$ cat src/rtl/txe_pkg.sv
// Constants, field layouts and carrier types of the transmit error indicator.
// Assumes a 20 MHz character-rate clock and an AXI4-Lite register master.
// ---------------------------------------------------------------------------
// ---------------------------------------------------------------------------
package txe_pkg;
	// -----------------------------------------------------------------------
	// Register map
	// -----------------------------------------------------------------------
	localparam logic [3:0] OFS_CTRL = 4'h0;
	localparam logic [3:0] OFS_STATE = 4'h4;
	localparam logic [3:0] OFS_IRQ_STAT = 4'h8;
	localparam logic [3:0] OFS_IRQ_MASK = 4'hC;
	localparam logic [1:0] RESP_OKAY = 2'h0;
	localparam logic [1:0] RESP_SLVERR = 2'h2;
	localparam logic [31:0] CTRL_RESET = 32'h0000_0000;
	localparam logic [2:0] MASK_RESET = 3'h0;
	// -----------------------------------------------------------------------
	// Three-level select encodings
	// -----------------------------------------------------------------------
	localparam logic [1:0] LEV_LOW = 2'h0;
	localparam logic [1:0] LEV_MID = 2'h1;
	localparam logic [1:0] LEV_HIGH = 2'h2;
	localparam logic [1:0] MODE_LL = 2'h0;
	// -----------------------------------------------------------------------
	// Self-test timing in characters
	// -----------------------------------------------------------------------
	localparam logic [9:0] PASS_CHARS = 10'h1FF;
	localparam logic [9:0] SYNC_CHARS = 10'h010;
	localparam logic [4:0] PULSE_SHORT = 5'h01;
	localparam logic [4:0] PULSE_LONG = 5'h11;
	// Forced-bad code image, arbitrary plain default
	localparam logic [9:0] BAD_CHAR_CODE = 10'h0E7;
	// Interrupt bit positions
	localparam int IRQ_PARITY = 0;
	localparam int IRQ_PASS = 1;
	localparam int IRQ_PAB = 2;
	// Control register layout, low bits
	typedef struct packed {
		logic bist_enable;
		logic tx_half_rate_select;
		logic [1:0] tx_operating_mode_field;
		logic [1:0] tx_clock_source_select;
		logic [1:0] rx_clock_source_select;
		logic [1:0] parity_check_control;
	} txe_cfg_t;
	localparam int CFG_W = 10;
	// Character as captured from the host
	typedef struct packed {
		logic [1:0] tx_char_control;
		logic [7:0] data;
	} txe_char_t;
endpackage

$ cat src/rtl/txe_indicator.sv
// Transmit error indicator with parity substitution and self-test progress.
// Assumes inputs synchronous to CLK, one character per clock.
//
// The register offsets and the AXI4-Lite register port were decided locally.
`timescale 1ns/10ps
module txe_indicator (
	input wire logic CLK,
	input wire logic RESET_N,
	input wire logic [3:0] S_AXI_AWADDR,
	input wire logic S_AXI_AWVALID,
	output logic S_AXI_AWREADY,
	input wire logic [31:0] S_AXI_WDATA,
	input wire logic [3:0] S_AXI_WSTRB,
	input wire logic S_AXI_WVALID,
	output logic S_AXI_WREADY,
	output logic [1:0] S_AXI_BRESP,
	output logic S_AXI_BVALID,
	input wire logic S_AXI_BREADY,
	input wire logic [3:0] S_AXI_ARADDR,
	input wire logic S_AXI_ARVALID,
	output logic S_AXI_ARREADY,
	output logic [31:0] S_AXI_RDATA,
	output logic [1:0] S_AXI_RRESP,
	output logic S_AXI_RVALID,
	input wire logic S_AXI_RREADY,
	input wire txe_pkg::txe_char_t TX_CHAR_IN,
	input wire logic TX_ODD_PARITY_IN,
	input wire logic PAB_UNDERFLOW,
	input wire logic PAB_OVERFLOW,
	input wire logic WORD_SYNC_SENT,
	input wire logic TX_PHASE_RECENTER_N,
	output txe_pkg::txe_char_t TX_CHAR_OUT,
	output logic PAB_REALIGN_ALLOW,
	output logic TX_ERROR_FLAG,
	output logic IRQ
);
	import txe_pkg::*;

	// -----------------------------------------------------------------------
	// Register bus
	// -----------------------------------------------------------------------
	txe_cfg_t cfg_reg;
	logic [2:0] irq_stat_reg;
	logic [2:0] irq_mask_reg;
	logic aw_held_reg;
	logic w_held_reg;
	logic [3:0] awaddr_reg;
	logic [31:0] wdata_reg;
	logic [3:0] wstrb_reg;
	logic bvalid_reg;
	logic [1:0] bresp_reg;
	logic rvalid_reg;
	logic [31:0] rdata_reg;
	logic [1:0] rresp_reg;
	logic wr_fire;
	logic [2:0] irq_clear;
	logic [31:0] rd_next;
	logic [1:0] rresp_next;
	logic [31:0] cfg_word;
	logic [31:0] strb_mask;

	assign S_AXI_AWREADY = !aw_held_reg;
	assign S_AXI_WREADY = !w_held_reg;
	assign S_AXI_BVALID = bvalid_reg;
	assign S_AXI_BRESP = bresp_reg;
	assign S_AXI_ARREADY = !rvalid_reg;
	assign S_AXI_RVALID = rvalid_reg;
	assign S_AXI_RDATA = rdata_reg;
	assign S_AXI_RRESP = rresp_reg;
	assign wr_fire = aw_held_reg && w_held_reg && !bvalid_reg;

	generate
		for (genvar i = 0; i < 4; i++) begin : g_strb
			assign strb_mask[8*i+7:8*i] = {8{wstrb_reg[i]}};
		end
	endgenerate

	assign cfg_word = (32'(cfg_reg) & ~strb_mask) | (wdata_reg & strb_mask);
	assign irq_clear = (wr_fire && awaddr_reg == OFS_IRQ_STAT && wstrb_reg[0])
		? wdata_reg[2:0] : 3'h0;

	// Address and data may arrive in either order
	always_ff @(posedge CLK or negedge RESET_N) begin
		if (!RESET_N) begin
			aw_held_reg <= 1'b0;
			w_held_reg <= 1'b0;
			awaddr_reg <= 4'h0;
			wdata_reg <= 32'h0000_0000;
			wstrb_reg <= 4'h0;
		end else begin
			if (S_AXI_AWVALID && !aw_held_reg) begin
				aw_held_reg <= 1'b1;
				awaddr_reg <= S_AXI_AWADDR;
			end else if (wr_fire) begin
				aw_held_reg <= 1'b0;
			end
			if (S_AXI_WVALID && !w_held_reg) begin
				w_held_reg <= 1'b1;
				wdata_reg <= S_AXI_WDATA;
				wstrb_reg <= S_AXI_WSTRB;
			end else if (wr_fire) begin
				w_held_reg <= 1'b0;
			end
		end
	end

	always_ff @(posedge CLK or negedge RESET_N) begin
		if (!RESET_N) begin
			bvalid_reg <= 1'b0;
			bresp_reg <= RESP_OKAY;
		end else if (wr_fire) begin
			bvalid_reg <= 1'b1;
			bresp_reg <= (awaddr_reg == OFS_CTRL || awaddr_reg == OFS_IRQ_STAT
				|| awaddr_reg == OFS_IRQ_MASK) ? RESP_OKAY : RESP_SLVERR;
		end else if (S_AXI_BREADY) begin
			bvalid_reg <= 1'b0;
		end
	end

	always_ff @(posedge CLK or negedge RESET_N) begin
		if (!RESET_N) begin
			cfg_reg <= txe_cfg_t'(CTRL_RESET[CFG_W-1:0]);
			irq_mask_reg <= MASK_RESET;
		end else if (wr_fire) begin
			if (awaddr_reg == OFS_CTRL) begin
				cfg_reg <= txe_cfg_t'(cfg_word[CFG_W-1:0]);
			end
			if (awaddr_reg == OFS_IRQ_MASK && wstrb_reg[0]) begin
				irq_mask_reg <= wdata_reg[2:0];
			end
		end
	end

	// -----------------------------------------------------------------------
	// Parity check and substitution
	// -----------------------------------------------------------------------
	logic par_enable;
	logic ctrl_in_parity;
	logic par_error;
	logic par_flag_reg;
	txe_char_t char_out_reg;

	assign par_enable = cfg_reg.parity_check_control != LEV_LOW;
	// Control bits are data bits only when the encoder is bypassed
	assign ctrl_in_parity = !cfg_reg.tx_operating_mode_field[1];
	assign par_error = par_enable && !(^{TX_CHAR_IN.data, TX_ODD_PARITY_IN,
		ctrl_in_parity & ^TX_CHAR_IN.tx_char_control});

	always_ff @(posedge CLK or negedge RESET_N) begin
		if (!RESET_N) begin
			par_flag_reg <= 1'b0;
			char_out_reg <= txe_char_t'(10'h000);
		end else begin
			par_flag_reg <= par_error;
			char_out_reg <= par_error ? txe_char_t'(BAD_CHAR_CODE)
				: TX_CHAR_IN;
		end
	end

	a_par_flag_one: assert property (@(posedge CLK) disable iff (!RESET_N)
		par_error ##1 !par_error |-> par_flag_reg ##1 !par_flag_reg)
		else $error("parity flag not one period");
	a_par_sub_char: assert property (@(posedge CLK) disable iff (!RESET_N)
		par_error |=> TX_CHAR_OUT == txe_char_t'(BAD_CHAR_CODE))
		else $error("bad character not substituted");
	a_par_flag_off: assert property (@(posedge CLK) disable iff (!RESET_N)
		!par_enable |=> !par_flag_reg)
		else $error("parity flag with checking off");

	// -----------------------------------------------------------------------
	// Self-test pass counter
	// -----------------------------------------------------------------------
	logic with_sync;
	logic long_pulse;
	logic [9:0] pass_len;
	logic [9:0] char_cnt_reg;
	logic [4:0] pulse_cnt_reg;
	logic pass_end;
	logic bist_flag;

	// Sync appended only with local receive clock and a mode other than LL
	assign with_sync = cfg_reg.rx_clock_source_select == LEV_LOW
		&& cfg_reg.tx_operating_mode_field != MODE_LL;
	assign long_pulse = cfg_reg.rx_clock_source_select != LEV_MID
		&& cfg_reg.tx_operating_mode_field != MODE_LL;
	assign pass_len = with_sync ? PASS_CHARS + SYNC_CHARS : PASS_CHARS;
	assign pass_end = cfg_reg.bist_enable && char_cnt_reg == pass_len - 10'h001;
	assign bist_flag = pulse_cnt_reg != 5'h00;

	always_ff @(posedge CLK or negedge RESET_N) begin
		if (!RESET_N) begin
			char_cnt_reg <= 10'h000;
		end else if (!cfg_reg.bist_enable || pass_end) begin
			char_cnt_reg <= 10'h000;
		end else begin
			char_cnt_reg <= char_cnt_reg + 10'h001;
		end
	end

	// Pulse length latched at pass end, a mode change mid-pulse is ignored
	always_ff @(posedge CLK or negedge RESET_N) begin
		if (!RESET_N) begin
			pulse_cnt_reg <= 5'h00;
		end else if (!cfg_reg.bist_enable) begin
			pulse_cnt_reg <= 5'h00;
		end else if (pass_end) begin
			pulse_cnt_reg <= long_pulse ? PULSE_LONG : PULSE_SHORT;
		end else if (bist_flag) begin
			pulse_cnt_reg <= pulse_cnt_reg - 5'h01;
		end
	end

	// Run length of the pass pulse, held against the length latched at pass end
	logic [4:0] hi_run_reg;
	logic long_sel_reg;

	always_ff @(posedge CLK or negedge RESET_N) begin
		if (!RESET_N) begin
			hi_run_reg <= 5'h00;
			long_sel_reg <= 1'b0;
		end else begin
			hi_run_reg <= bist_flag ? hi_run_reg + 5'h01 : 5'h00;
			if (pass_end) begin
				long_sel_reg <= long_pulse;
			end
		end
	end

	a_bist_short_pulse: assert property (@(posedge CLK) disable iff (!RESET_N)
		pass_end && !long_pulse |=> bist_flag ##1 !bist_flag)
		else $error("short pass pulse wrong length");
	a_bist_long_pulse: assert property (@(posedge CLK) disable iff (!RESET_N)
		$fell(bist_flag) && cfg_reg.bist_enable && long_sel_reg
		|-> hi_run_reg == PULSE_LONG)
		else $error("long pass pulse wrong length");
	a_bist_pass_len: assert property (@(posedge CLK) disable iff (!RESET_N)
		pass_end |-> char_cnt_reg == (with_sync ? 10'h20E : 10'h1FE))
		else $error("pass length wrong");

	// -----------------------------------------------------------------------
	// Phase-align buffer fault
	// -----------------------------------------------------------------------
	logic pab_active;
	logic pab_event;
	logic pab_clear;
	logic pab_fault_reg;

	assign pab_active = cfg_reg.tx_clock_source_select != LEV_LOW
		|| cfg_reg.tx_half_rate_select;
	assign pab_event = pab_active && (PAB_UNDERFLOW || PAB_OVERFLOW);
	assign pab_clear = WORD_SYNC_SENT || !TX_PHASE_RECENTER_N;
	// Realign permitted only while recentring reset is held low
	assign PAB_REALIGN_ALLOW = !TX_PHASE_RECENTER_N;

	// A new fault in the clearing cycle wins
	always_ff @(posedge CLK or negedge RESET_N) begin
		if (!RESET_N) begin
			pab_fault_reg <= 1'b0;
		end else if (pab_event) begin
			pab_fault_reg <= 1'b1;
		end else if (pab_clear) begin
			pab_fault_reg <= 1'b0;
		end
	end

	a_pab_hold_flag: assert property (@(posedge CLK) disable iff (!RESET_N)
		pab_fault_reg && !pab_clear |=> pab_fault_reg && TX_ERROR_FLAG)
		else $error("buffer fault dropped early");
	a_pab_recenter_clr: assert property (@(posedge CLK) disable iff (!RESET_N)
		!TX_PHASE_RECENTER_N && !pab_event |=> !pab_fault_reg)
		else $error("buffer fault not cleared");

	// -----------------------------------------------------------------------
	// Error flag and interrupts
	// -----------------------------------------------------------------------
	logic flag_reg;
	logic [2:0] irq_events;

	// Single character-rate clock; half-rate dual-edge timing is upstream
	always_ff @(posedge CLK or negedge RESET_N) begin
		if (!RESET_N) begin
			flag_reg <= 1'b0;
		end else begin
			// Self-test term drops with the enable, as the pulse counter does
			flag_reg <= par_error || (cfg_reg.bist_enable && (pass_end
				|| (bist_flag && pulse_cnt_reg != PULSE_SHORT)))
				|| pab_event
				|| (pab_fault_reg && !pab_clear);
		end
	end

	assign TX_ERROR_FLAG = flag_reg;
	assign TX_CHAR_OUT = char_out_reg;

	a_flag_or_sources: assert property (@(posedge CLK) disable iff (!RESET_N)
		TX_ERROR_FLAG == (par_flag_reg || bist_flag || pab_fault_reg))
		else $error("flag is not the OR of sources");

	assign irq_events[IRQ_PARITY] = par_error;
	assign irq_events[IRQ_PASS] = pass_end;
	assign irq_events[IRQ_PAB] = pab_event;

	always_ff @(posedge CLK or negedge RESET_N) begin
		if (!RESET_N) begin
			irq_stat_reg <= 3'h0;
		end else begin
			irq_stat_reg <= (irq_stat_reg & ~irq_clear) | irq_events;
		end
	end

	assign IRQ = |(irq_stat_reg & irq_mask_reg);

	a_irq_set_wins: assert property (@(posedge CLK) disable iff (!RESET_N)
		irq_events[IRQ_PARITY] |=> irq_stat_reg[IRQ_PARITY])
		else $error("interrupt event lost");

	// -----------------------------------------------------------------------
	// Register read
	// -----------------------------------------------------------------------
	always_comb begin
		rd_next = 32'h0000_0000;
		rresp_next = RESP_OKAY;
		case (S_AXI_ARADDR)
			OFS_CTRL: rd_next = 32'(cfg_reg);
			OFS_STATE: rd_next = {12'h000, char_cnt_reg, pulse_cnt_reg,
				pab_active, pab_fault_reg, bist_flag, par_flag_reg, flag_reg};
			OFS_IRQ_STAT: rd_next = {29'h0, irq_stat_reg};
			OFS_IRQ_MASK: rd_next = {29'h0, irq_mask_reg};
			default: rresp_next = RESP_SLVERR;
		endcase
	end

	always_ff @(posedge CLK or negedge RESET_N) begin
		if (!RESET_N) begin
			rvalid_reg <= 1'b0;
			rdata_reg <= 32'h0000_0000;
			rresp_reg <= RESP_OKAY;
		end else if (S_AXI_ARVALID && !rvalid_reg) begin
			rvalid_reg <= 1'b1;
			rdata_reg <= rd_next;
			rresp_reg <= rresp_next;
		end else if (S_AXI_RREADY) begin
			rvalid_reg <= 1'b0;
		end
	end

	a_axi_wr_resp: assert property (@(posedge CLK) disable iff (!RESET_N)
		wr_fire |=> S_AXI_BVALID && S_AXI_AWREADY)
		else $error("write response missing");
endmodule

$ cat config.mk
export PLATFORM = sky130hd
export DESIGN_NAME = txe_indicator
export DESIGN_NICKNAME = d
export VERILOG_FILES = /design/src/rtl/txe_pkg.sv /design/src/rtl/txe_indicator.sv
export SDC_FILE = /design/constraint.sdc
export NUM_CORES = 1
export LEC_CHECK = 0
export ABC_CLOCK_PERIOD_IN_PS = 2050
export BUFFER_PORTS_ARGS = -buffer_cell sky130_fd_sc_hd__buf_2
export CAP_MARGIN = 20
export CORE_ASPECT_RATIO = 0.5
export CORE_UTILIZATION = 30
export DETAILED_ROUTE_END_ITERATION = 10
export HOLD_SLACK_MARGIN = 0.06
export PLACE_DENSITY = 0.54
export SLEW_MARGIN = 20
export SYNTH_ARGS = -nofsm -noshare
export SYNTH_HDL_FRONTEND = slang
export SYNTH_SLANG_ARGS = --single-unit
$ cat constraint.sdc
create_clock -name CLK -period 2.05 [get_ports CLK]
set_input_delay 0.1025 -clock CLK [delete_from_list [all_inputs] [get_ports CLK]]
set_output_delay 0.1025 -clock CLK [all_outputs]
set_load 0.02 [all_outputs]
==> flow_summary_export.csv, run 1 <==
group,metric,value,unit
synthesis,syn_area,3840,um^2
finish,diodes,0,
placement,place_congestion,0.794,
synthesis,yosysSeqAreaShare,56.0,%
placement,dp_slack,99.8,ps
timing,setup_viol,0,
synthesis,synth_edf_count,0,
synthesis,synth_top_family_by_area,"multiplexers",
synthesis,synthMuxAreaShare,11.8,%
worst_setup_path,cpMaxStageDelayCell,"or4_1",
placement,hpwl,6060,um
floorplanning,core,12200,um^2
clock_network,cts_root_buf,"clkbuf_16",
detailed_routing,first_iter_violations,124,
clock_network,clock_latency,330,ps
run,drv_cap,0,
floorplanning,die_w,162,um
timing,setup_ws,156,ps
clock_network,cts_made_buffers,9,
synthesis,synth_compound_area_share,8.36,%
grt,grt_pass1_wl,13500,um
placement,place_area,4480,um^2
synthesis,synthAdderAreaFrac,1.63,%
clock_network,cts.clk_slew.worst_paths,60,ps
worst_setup_path,arrival,2130,ps
synthesis,syn_inst,317,
power_and_ir_drop,peakVddDrop,447,uV
synthesis,synthTopCellsByArea,"dfrtp_1, mux2_2, a22o_1, buf_4, nand2_1",
finish,nets,517,
timing,fmax,528,MHz
grt,overflow,0,
timing,finalHoldViolations,0,
worst_setup_path,worstSetupPathType,"reg2reg",
hold_path,hold_start,"WORD_SYNC_SENT",
timing,min_period_over_period,92.4,%
hold_path,hp-class,"in2reg",
worst_setup_path,path_cells,"inv_1 > ha_1 > nand3_1 > or4_1 > o32ai_4 > buf_4 > a211oi_1 > a211oi_1",
detailed_routing,postRouteWirelength,8420,um
timing,skew,3.64,ps
grt,grt_pass1_vias,2633,
synthesis,synth_commonest_cells,"dfrtp_1, mux2_2, nand2_1, nor2_1",
detailed_routing,vias,2713,
timing,drv_slew,0,
timing,rsz0062_at_grt,"no",
finish,post-route-cell-area,5110,um^2
floorplanning,die_area,13300,um^2
power_and_ir_drop,leakagePower,2.44,nW
detailed_routing,postRouteAntennaNets,0,
floorplanning,boundaryPins,120,
synthesis,synth_simple_gate_area_share,11.4,%
grt,grt.total_usage,13.5,%
synthesis,synthArstFlopShare,100,%
synthesis,synth-seq-cells,86,
finish,area_delta_synth_final,33.0,%
synthesis,synth_area_per_cell,12.1,um^2
finish,drive_gt1_share,33.0,%
synthesis,synth.most_common_cell,"dfrtp_1",
floorplanning,rows,28,
finish,utilization,42.1,%
clock_network,htree_levels,3,
clock_network,cts_tree,"built",
worst_setup_path,cp_slowest_stage_delay,530,ps
finish,num-fill-cells,1143,
placement,port_buffers,81,
worst_setup_path,worstPathRequired,2290,ps
clock_network,clockBufferDepth,2,
detailed_routing,dr.pass1.iters,4,
clock_network,cts.sinks,86,
grt,grt_max_degree,36,
timing,setup_tns,0,ps
synthesis,synth_flop_cell,"dfrtp_1",
detailed_routing,drc,0,
outcome,outcome,"complete, no violations",
synthesis,synth_xor_area_share,5.14,%
clock_network,cts_setup_buffers,0,
synthesis,synthDistinctLibCells,45,
synthesis,ys_warn_count,0,
timing,period_needed,1890,ps
synthesis,yosysTopAreaCell,"dfrtp_1",
detailed_routing,wire_per_inst,13.7,um
finish,fin_cells,614,
worst_setup_path,cpMostUsedCell,"a211oi_1",
worst_setup_path,crit_fanout,5,
worst_setup_path,cp-start-kind,"flop",
floorplanning,fp.dieH,82.1,um
worst_setup_path,endpoint_kind,"flop",
floorplanning,start_util,31.6,%
detailed_routing,viasPerCell,4.42,
worst_setup_path,rr_startpoint,"char_cnt_reg[0]",
worst_setup_path,crit_path_start,"char_cnt_reg[0]",
power_and_ir_drop,power.density,1090,nW/um^2
placement,place_inst,568,
grt,antenna_found_initial,0,
synthesis,synth_top_area_share,56.0,%
layout by cell type (no fill, tap or decap), types with 3 or more instances in the layout:
cell           netlist  final
dlygate4sd3_1        0     32
mux4_2               3      3
a211oi_1             4      4
a22o_1              14     14
xnor3_1              3      3
nor3_1               9      9
clkbuf_16            0      9
xor2_1               3      3
mux2i_1              6      6
mux2_2              29     29
nor2_1              24     24
inv_1               15     15
o31ai_1              7      7
nor2b_1              4      4
buf_4               15     16
nand3_1              5      5
conb_1               1     14
dfrtp_1             86     86
buf_2                3     80
xnor2_1             10     10
or2_1                6      6
ha_1                 5      5
nand2_1             26     26
o21ai_0              6      6
where the power goes:
group / switching (mW) / total [mW] / internal [mW]
Clock: 0.611 / 1.61 / 0.998
Sequential: 0.298 / 2.43 / 2.13
Combinational: 0.779 / 1.52 / 0.738
Total: 1.69 / 5.55 / 3.86
logic make-up (layout without fill, tap and decap cells):
family / count (synthesis) / count (layout)
AO/OA/AOI/OAI: 41 / 41
XOR/XNOR: 17 / 17
adder cells (fa/ha/maj): 5 / 5
buffers and inverters: 39 / 158
flip-flops: 86 / 86
multiplexers: 38 / 38
other: 1 / 14
AND/OR/NAND/NOR: 90 / 90
path summary, 6_finish.rpt:
kind / endpoint / slack (ps) / cells after the start
hold reg to reg: S_AXI_RDATA[4] / 480 / 2
max in group asynchronous: S_AXI_RDATA[13] / 1220 / 3
setup / recovery: pulse_cnt_reg[4] / 160 / 8
hold / removal: pab_fault_reg / 100 / 3
min in group asynchronous: wdata_reg[5] / 280 / 2
setup reg to reg: pulse_cnt_reg[4] / 160 / 8
layout make-up:
| class | instances | area [um^2] | share of cell area (%) |
|---|---|---|---|
| sequential | 86 | 2150 | 42.1 |
| timing repair buffer | 129 | 861 | 16.8 |
| clock inverter | 1 | 30.0 | 0.587 |
| tap | 165 | 206 | 4.04 |
| clock buffer | 13 | 260 | 5.09 |
| inverter | 15 | 56.3 | 1.10 |
| multi-input combinational | 205 | 1550 | 30.2 |
per-layer routing:
metal  GRT usage [%]  part of all wire [%]
met2            21.0                    47
met5               0                     0
met3            3.99                   3.9
met1            17.9                    47
met4            4.53                   1.2
stage by stage:
stage | hold slack [ps] | total power [mW]
floorplan | -193 | 3.41
global placement | 96.2 | 3.90
detailed placement | 97.1 | 3.93
CTS | 84.9 | 5.60
global route | 107 | 5.90
finish | 98.5 | 5.55
critical path: cells and delay by family, from the launching register on:
kind | cells | cell delay (ps)
and+or+nand+nor | 2 | 610
AOI/OAI and AO/OA | 3 | 400
DFF | 1 | 380
buffers and inverters | 2 | 250
adders and majority gates | 1 | 170
timing repair:
| item | in CTS | in global routing |
|---|---|---|
| hold endpoints to repair | 63 | 0 |
| gates resized for setup | 0 | 3 |
| hold buffers | 32 | 0 |
| setup endpoints to repair | 0 | 18 |
(Power assumes the default switching activity.)
==> run 2: changes to the inputs <==
--- a/config.mk
+++ b/config.mk
@@ -13,6 +13,7 @@
 export DETAILED_ROUTE_END_ITERATION = 10
 export HOLD_SLACK_MARGIN = 0.06
 export PLACE_DENSITY = 0.54
+export SETUP_SLACK_MARGIN = 0.2
 export SLEW_MARGIN = 20
 export SYNTH_ARGS = -nofsm -noshare
 export SYNTH_HDL_FRONTEND = slang
==> run 2 against run 1 <==
  * Clock power shrank 7%
  * Highest routed layer unchanged
  * Global-route usage fell by 0.64 points
  * Fmax grew 5.4%
  * Core utilization shrank 0.14 points
  * Sequential share of layout area grew 0.14 points
  * Register-to-register slack better by 98 ps
  * Power shrank 2.1%
  * Critical path depth is 1 lower
  * Routed wire length is 4.3% lower
  * Clock-buffer cell count down 4
  * Final area fell by 0.34%
==> flow_summary_export.csv, run 2 (synthesis results as in run 1) <==
group,metric,value,unit
detailed_routing,postRouteWirelength,8060,um
timing,skew,7.48,ps
detailed_routing,first_iter_violations,112,
detailed_routing,wire_per_inst,13.1,um
worst_setup_path,reg2reg_depth,7,
timing,fmax,557,MHz
placement,place_area,4470,um^2
finish,mostFrequentLayoutCell,"dfrtp_1",
floorplanning,core,12200,um^2
hold_path,hp-class,"in2reg",
power_and_ir_drop,peakVddDrop,389,uV
detailed_routing,drc,0,
finish,area_delta_synth_final,32.5,%
power_and_ir_drop,power.density,1070,nW/um^2
timing,setup_tns,0,ps
timing,period_needed,1800,ps
timing,setup_viol,0,
floorplanning,boundaryPins,120,
timing,whs,86.6,ps
grt,grt_pass1_vias,2583,
detailed_routing,vias,2709,
finish,drive_gt1_share,34.2,%
floorplanning,fp.dieH,82.1,um
grt,overflow,0,
hold_path,hold_depth,3,
placement,hpwl,5750,um
run,drv_cap,0,
detailed_routing,dr.pass1.iters,4,
worst_setup_path,path_cells,"inv_1 > ha_2 > nand3_1 > or4_4 > o32ai_4 > or2_4 > nor2_1",
finish,num-fill-cells,1166,
power_and_ir_drop,leakagePower,2.42,nW
outcome,outcome,"complete, no violations",
finish,nets,516,
clock_network,cts_made_buffers,9,
timing,drv_slew,0,
clock_network,clock_latency,340,ps
placement,place_congestion,0.776,
placement,place_inst,565,
grt,antenna_found_initial,0,
finish,diodes,0,
worst_setup_path,endpoint_kind,"flop",
grt,grt.total_usage,12.8,%
clock_network,cts_root_buf,"clkbuf_16",
floorplanning,start_util,31.6,%
worst_setup_path,arrival,2020,ps
clock_network,cts.sinks,86,
finish,fin_cells,615,
worst_setup_path,worstSetupPathType,"reg2reg",
grt,grt_pass1_wl,12800,um
clock_network,cts_tree,"built",
floorplanning,die_area,13300,um^2
worst_setup_path,path_buf_inv,1,
finish,post-route-cell-area,5090,um^2
worst_setup_path,cp-start-kind,"flop",
clock_network,htree_levels,3,
worst_setup_path,crit_fanout,7,
floorplanning,die_w,162,um
worst_setup_path,cp_slowest_stage_delay,440,ps
clock_network,cts.clk_slew.worst_paths,60,ps
placement,port_buffers,81,
detailed_routing,postRouteAntennaNets,0,
detailed_routing,viasPerCell,4.40,
worst_setup_path,worstPathRequired,2270,ps
worst_setup_path,cpMaxStageDelayCell,"or4_4",
grt,grt_max_degree,87,
finish,final_cell_mix,"dfrtp_1, buf_2, dlygate4sd3_1",
worst_setup_path,critical_path_depth,7,
floorplanning,rows,28,
timing,min_period_over_period,87.6,%
clock_network,clockBufferDepth,2,
timing,finalHoldViolations,0,
timing,rsz0062_at_grt,"no",
worst_setup_path,critPathTopFamily,"simple AND/OR/NAND/NOR gates",
[run 2: cell count changes in the layout (fill, tap and decap cells not counted), moves of 2 or more]
cell,previous run,this run
clkinvlp_4,0,3
buf_4,16,14
clkbuf_1,2,0
clkbuf_8,2,0
clkinv_2,0,2
[run 2: metrics by stage]
step	setup WS (ps)	utilization, %	total power [mW]
2_1_floorplan	220	-	3.42
3_3_place_gp	176	36.8	3.90
3_5_place_dp	166	36.8	3.93
4_1_cts	199	41.8	5.51
5_1_grt	180	41.9	5.77
6_report	254	41.9	5.43
[run 2: path summary, 6_finish.rpt]
| path | startpoint | to | slack [ps] |
|---|---|---|---|
| max reg2reg | char_cnt_reg[0] | char_cnt_reg[9] | 250 |
| min | S_AXI_ARADDR[0] | S_AXI_RRESP[1] | 90 |
| min reg2reg | S_AXI_RDATA[3] | S_AXI_RDATA[3] | 470 |
| max | char_cnt_reg[0] | char_cnt_reg[9] | 250 |
| min in group asynchronous | RESET_N | wdata_reg[3] | 340 |
| max in group asynchronous | RESET_N | S_AXI_RDATA[19] | 1350 |
[run 2: what timing repair did]
item                                    4_1_cts  5_1_grt
buffers inserted                              0        1
gates cloned                                  1        0
endpoints found under the hold margin       117        0
endpoints found under the setup margin       13       23
hold buffers                                 32        0
resized for setup                             1        3
pin swaps                                     1        3
[run 2: cell type report]
type / instances / area [um^2] / share of cell area, %
clock buffer: 9 / 225 / 4.42
tap: 165 / 206 / 4.05
sequential: 86 / 2150 / 42.2
inverter: 15 / 56.3 / 1.11
clock inverter: 7 / 50.0 / 0.982
timing repair buffer: 127 / 846 / 16.6
multi-input combinational: 206 / 1560 / 30.6
[run 2: worst reg2reg max path, stage by stage (launching register included)]
cell	delay, ps
dfrtp_1	370
inv_1	60
ha_2	170
nand3_1	80
or4_4	440
o32ai_4	240
or2_4	260
nor2_1	70
[run 2: layer usage]
metal,up-vias,GRT usage (%),part of all wire (%)
li1,1337,-,-
met1,1296,16.9,48
met2,66,20.0,46
met3,10,3.59,3.9
met4,0,5.38,1.9
met5,-,0,0
[run 2: where the power goes]
part	switching (mW)	total [mW]	leakage, nW	internal, mW
Clock	0.671	1.49	0.128	0.822
Sequential	0.314	2.44	1.10	2.13
Combinational	0.762	1.50	1.19	0.738
==> run 3: changes to the inputs <==
--- a/config.mk
+++ b/config.mk
@@ -7,12 +7,14 @@
 export LEC_CHECK = 0
 export ABC_CLOCK_PERIOD_IN_PS = 2050
 export BUFFER_PORTS_ARGS = -buffer_cell sky130_fd_sc_hd__buf_2
-export CAP_MARGIN = 20
+export CAP_MARGIN = 30
 export CORE_ASPECT_RATIO = 0.5
 export CORE_UTILIZATION = 30
 export DETAILED_ROUTE_END_ITERATION = 10
+export GPL_TIMING_DRIVEN = 0
 export HOLD_SLACK_MARGIN = 0.06
 export PLACE_DENSITY = 0.54
+export REMOVE_ABC_BUFFERS = 1
 export SETUP_SLACK_MARGIN = 0.2
 export SLEW_MARGIN = 20
 export SYNTH_ARGS = -nofsm -noshare
==> run 3 against run 2 <==
  * Core utilization up 0.64 points
  * Final cell count down 1.1%
  * Clock power up 19%
  * Fmax down 0.79%
  * Critical path depth down 1
  * Clock-buffer cell count up 2
  * Routed wire length up 1.9%
  * Sequential share of layout area down 0.63 points
  * Sequential cell count unchanged
  * Die area unchanged
  * Setup slack worse by 14 ps
==> flow_summary_export.csv, run 3 (synthesis results as in run 1) <==
group,metric,value,unit
timing,max-slew-margin-rel,56.3,%
grt,grt_pass1_wl,12900,um
clock_network,cts.clk_slew.worst_paths,60,ps
detailed_routing,dr.pass1.iters,4,
worst_setup_path,cp-start-kind,"flop",
timing,skew,6.63,ps
placement,place_congestion,0.754,
floorplanning,boundaryPins,120,
detailed_routing,drc,0,
grt,grt_pass1_vias,2582,
power_and_ir_drop,power.density,1100,nW/um^2
grt,grt_max_degree,61,
clock_network,cts_made_buffers,9,
timing,setup_viol,0,
detailed_routing,postRouteAntennaNets,0,
worst_setup_path,arrival,2020,ps
timing,rsz0062_at_grt,"yes",
detailed_routing,viasPerCell,4.44,
finish,fin_cells,608,
power_and_ir_drop,peakVddDrop,410,uV
clock_network,htree_levels,3,
detailed_routing,postRouteWirelength,8210,um
detailed_routing,vias,2698,
floorplanning,core,12200,um^2
placement,place_area,4410,um^2
clock_network,cts_tree,"built",
finish,num-fill-cells,1161,
floorplanning,die_w,162,um
finish,multiInputGateArea,1600,um^2
timing,finalHoldViolations,0,
floorplanning,rows,28,
clock_network,cts_root_buf,"clkbuf_16",
placement,hpwl,5730,um
clock_network,clock_latency,340,ps
floorplanning,die_area,13300,um^2
floorplanning,fp.dieH,82.1,um
worst_setup_path,endpoint_kind,"flop",
outcome,outcome,"complete, no violations",
clock_network,clockBufferDepth,2,
grt,overflow,0,
hold_path,hp-class,"in2reg",
finish,seqCellArea,2150,um^2
placement,port_buffers,81,
finish,diodes,0,
finish,drive_gt1_share,34.5,%
timing,min_period_over_period,88.3,%
run,drv_cap,0,
worst_setup_path,crit_fanout,7,
worst_setup_path,reg2reg_depth,6,
clock_network,cts.sinks,86,
grt,grt.total_usage,12.9,%
timing,drv_slew,0,
finish,nets,509,
hold_path,hold_depth,3,
placement,place_inst,554,
detailed_routing,first_iter_violations,151,
power_and_ir_drop,leakagePower,2.45,nW
finish,final_cell_mix,"dfrtp_1, buf_2, dlygate4sd3_1",
finish,area_delta_synth_final,34.5,%
timing,fmax,552,MHz
timing,period_needed,1810,ps
worst_setup_path,worstSetupPathType,"reg2reg",
finish,mostFrequentLayoutCell,"dfrtp_1",
worst_setup_path,worstPathRequired,2260,ps
floorplanning,start_util,31.6,%
detailed_routing,wire_per_inst,13.5,um
timing,tightest_slew,653,ps
grt,antenna_found_initial,0,
finish,post-route-cell-area,5170,um^2
==> run 3: per-layer routing <==
metal / GRT usage [%] / vias up / share of wire (%)
met3: 4.04 / 9 / 4.9
met1: 17.5 / 1295 / 49
li1: - / 1321 / -
met2: 19.4 / 73 / 45
met4: 4.81 / 0 / 1.2
met5: 0 / - / 0
==> run 3: layout make-up <==
cell class / count / share of cell area, %
clock buffers: 11 / 4.89
clock inverters: 5 / 1.57
inverters: 15 / 1.09
multi-input cells: 206 / 30.9
flip-flops and latches: 86 / 41.6
well taps: 165 / 3.99
repair buffers: 120 / 15.9
==> run 3: stage by stage <==
stage          worst slack, ps  TNS [ps]  hold WS (ps)  util [%]  power [mW]
2_1_floorplan              209         0          -193         -        3.34
3_3_place_gp             -71.1     -1530           298      35.8        3.80
4_1_cts                    202         0          74.6      42.1        5.77
5_1_grt                    144         0          92.5      42.5        6.06
3_5_place_dp              -101     -1180         -11.3      36.3        3.85
6_report                   240         0          86.0      42.5        5.71
==> run 3: worst paths after layout <==
path	startpoint	to	slack (ps)
setup / recovery	char_cnt_reg[1]	pulse_cnt_reg[1]	240
hold / removal	S_AXI_ARADDR[0]	S_AXI_RRESP[1]	90
setup reg to reg	char_cnt_reg[1]	pulse_cnt_reg[1]	240
hold reg to reg	S_AXI_RDATA[8]	S_AXI_RDATA[8]	480
max in group asynchronous	RESET_N	S_AXI_RDATA[12]	1280
min in group asynchronous	RESET_N	wdata_reg[5]	200
==> run 3: what timing repair did <==
action	4_1_cts	5_1_grt
gates cloned	1	0
hold buffers	32	0
endpoints found under the hold margin	117	0
resized for setup	4	10
pin swaps	3	8
setup endpoints to repair	26	35
buffers inserted	4	1
==> run 3: power by group <==
| group | leakage, nW | switching [mW] | internal (mW) | total [mW] |
|---|---|---|---|---|
| logic | 1.18 | 0.755 | 0.714 | 1.47 |
| clock network | 0.162 | 0.643 | 1.13 | 1.78 |
| registers | 1.10 | 0.336 | 2.13 | 2.46 |
==> run 3: worst max-delay path, stage by stage (launching register included) <==
cell and delay (ps):
dfrtp_1 410, ha_2 220, nand3_2 60, or4_4 440, o32ai_4 230, or2_4 260
a211oi_1 60
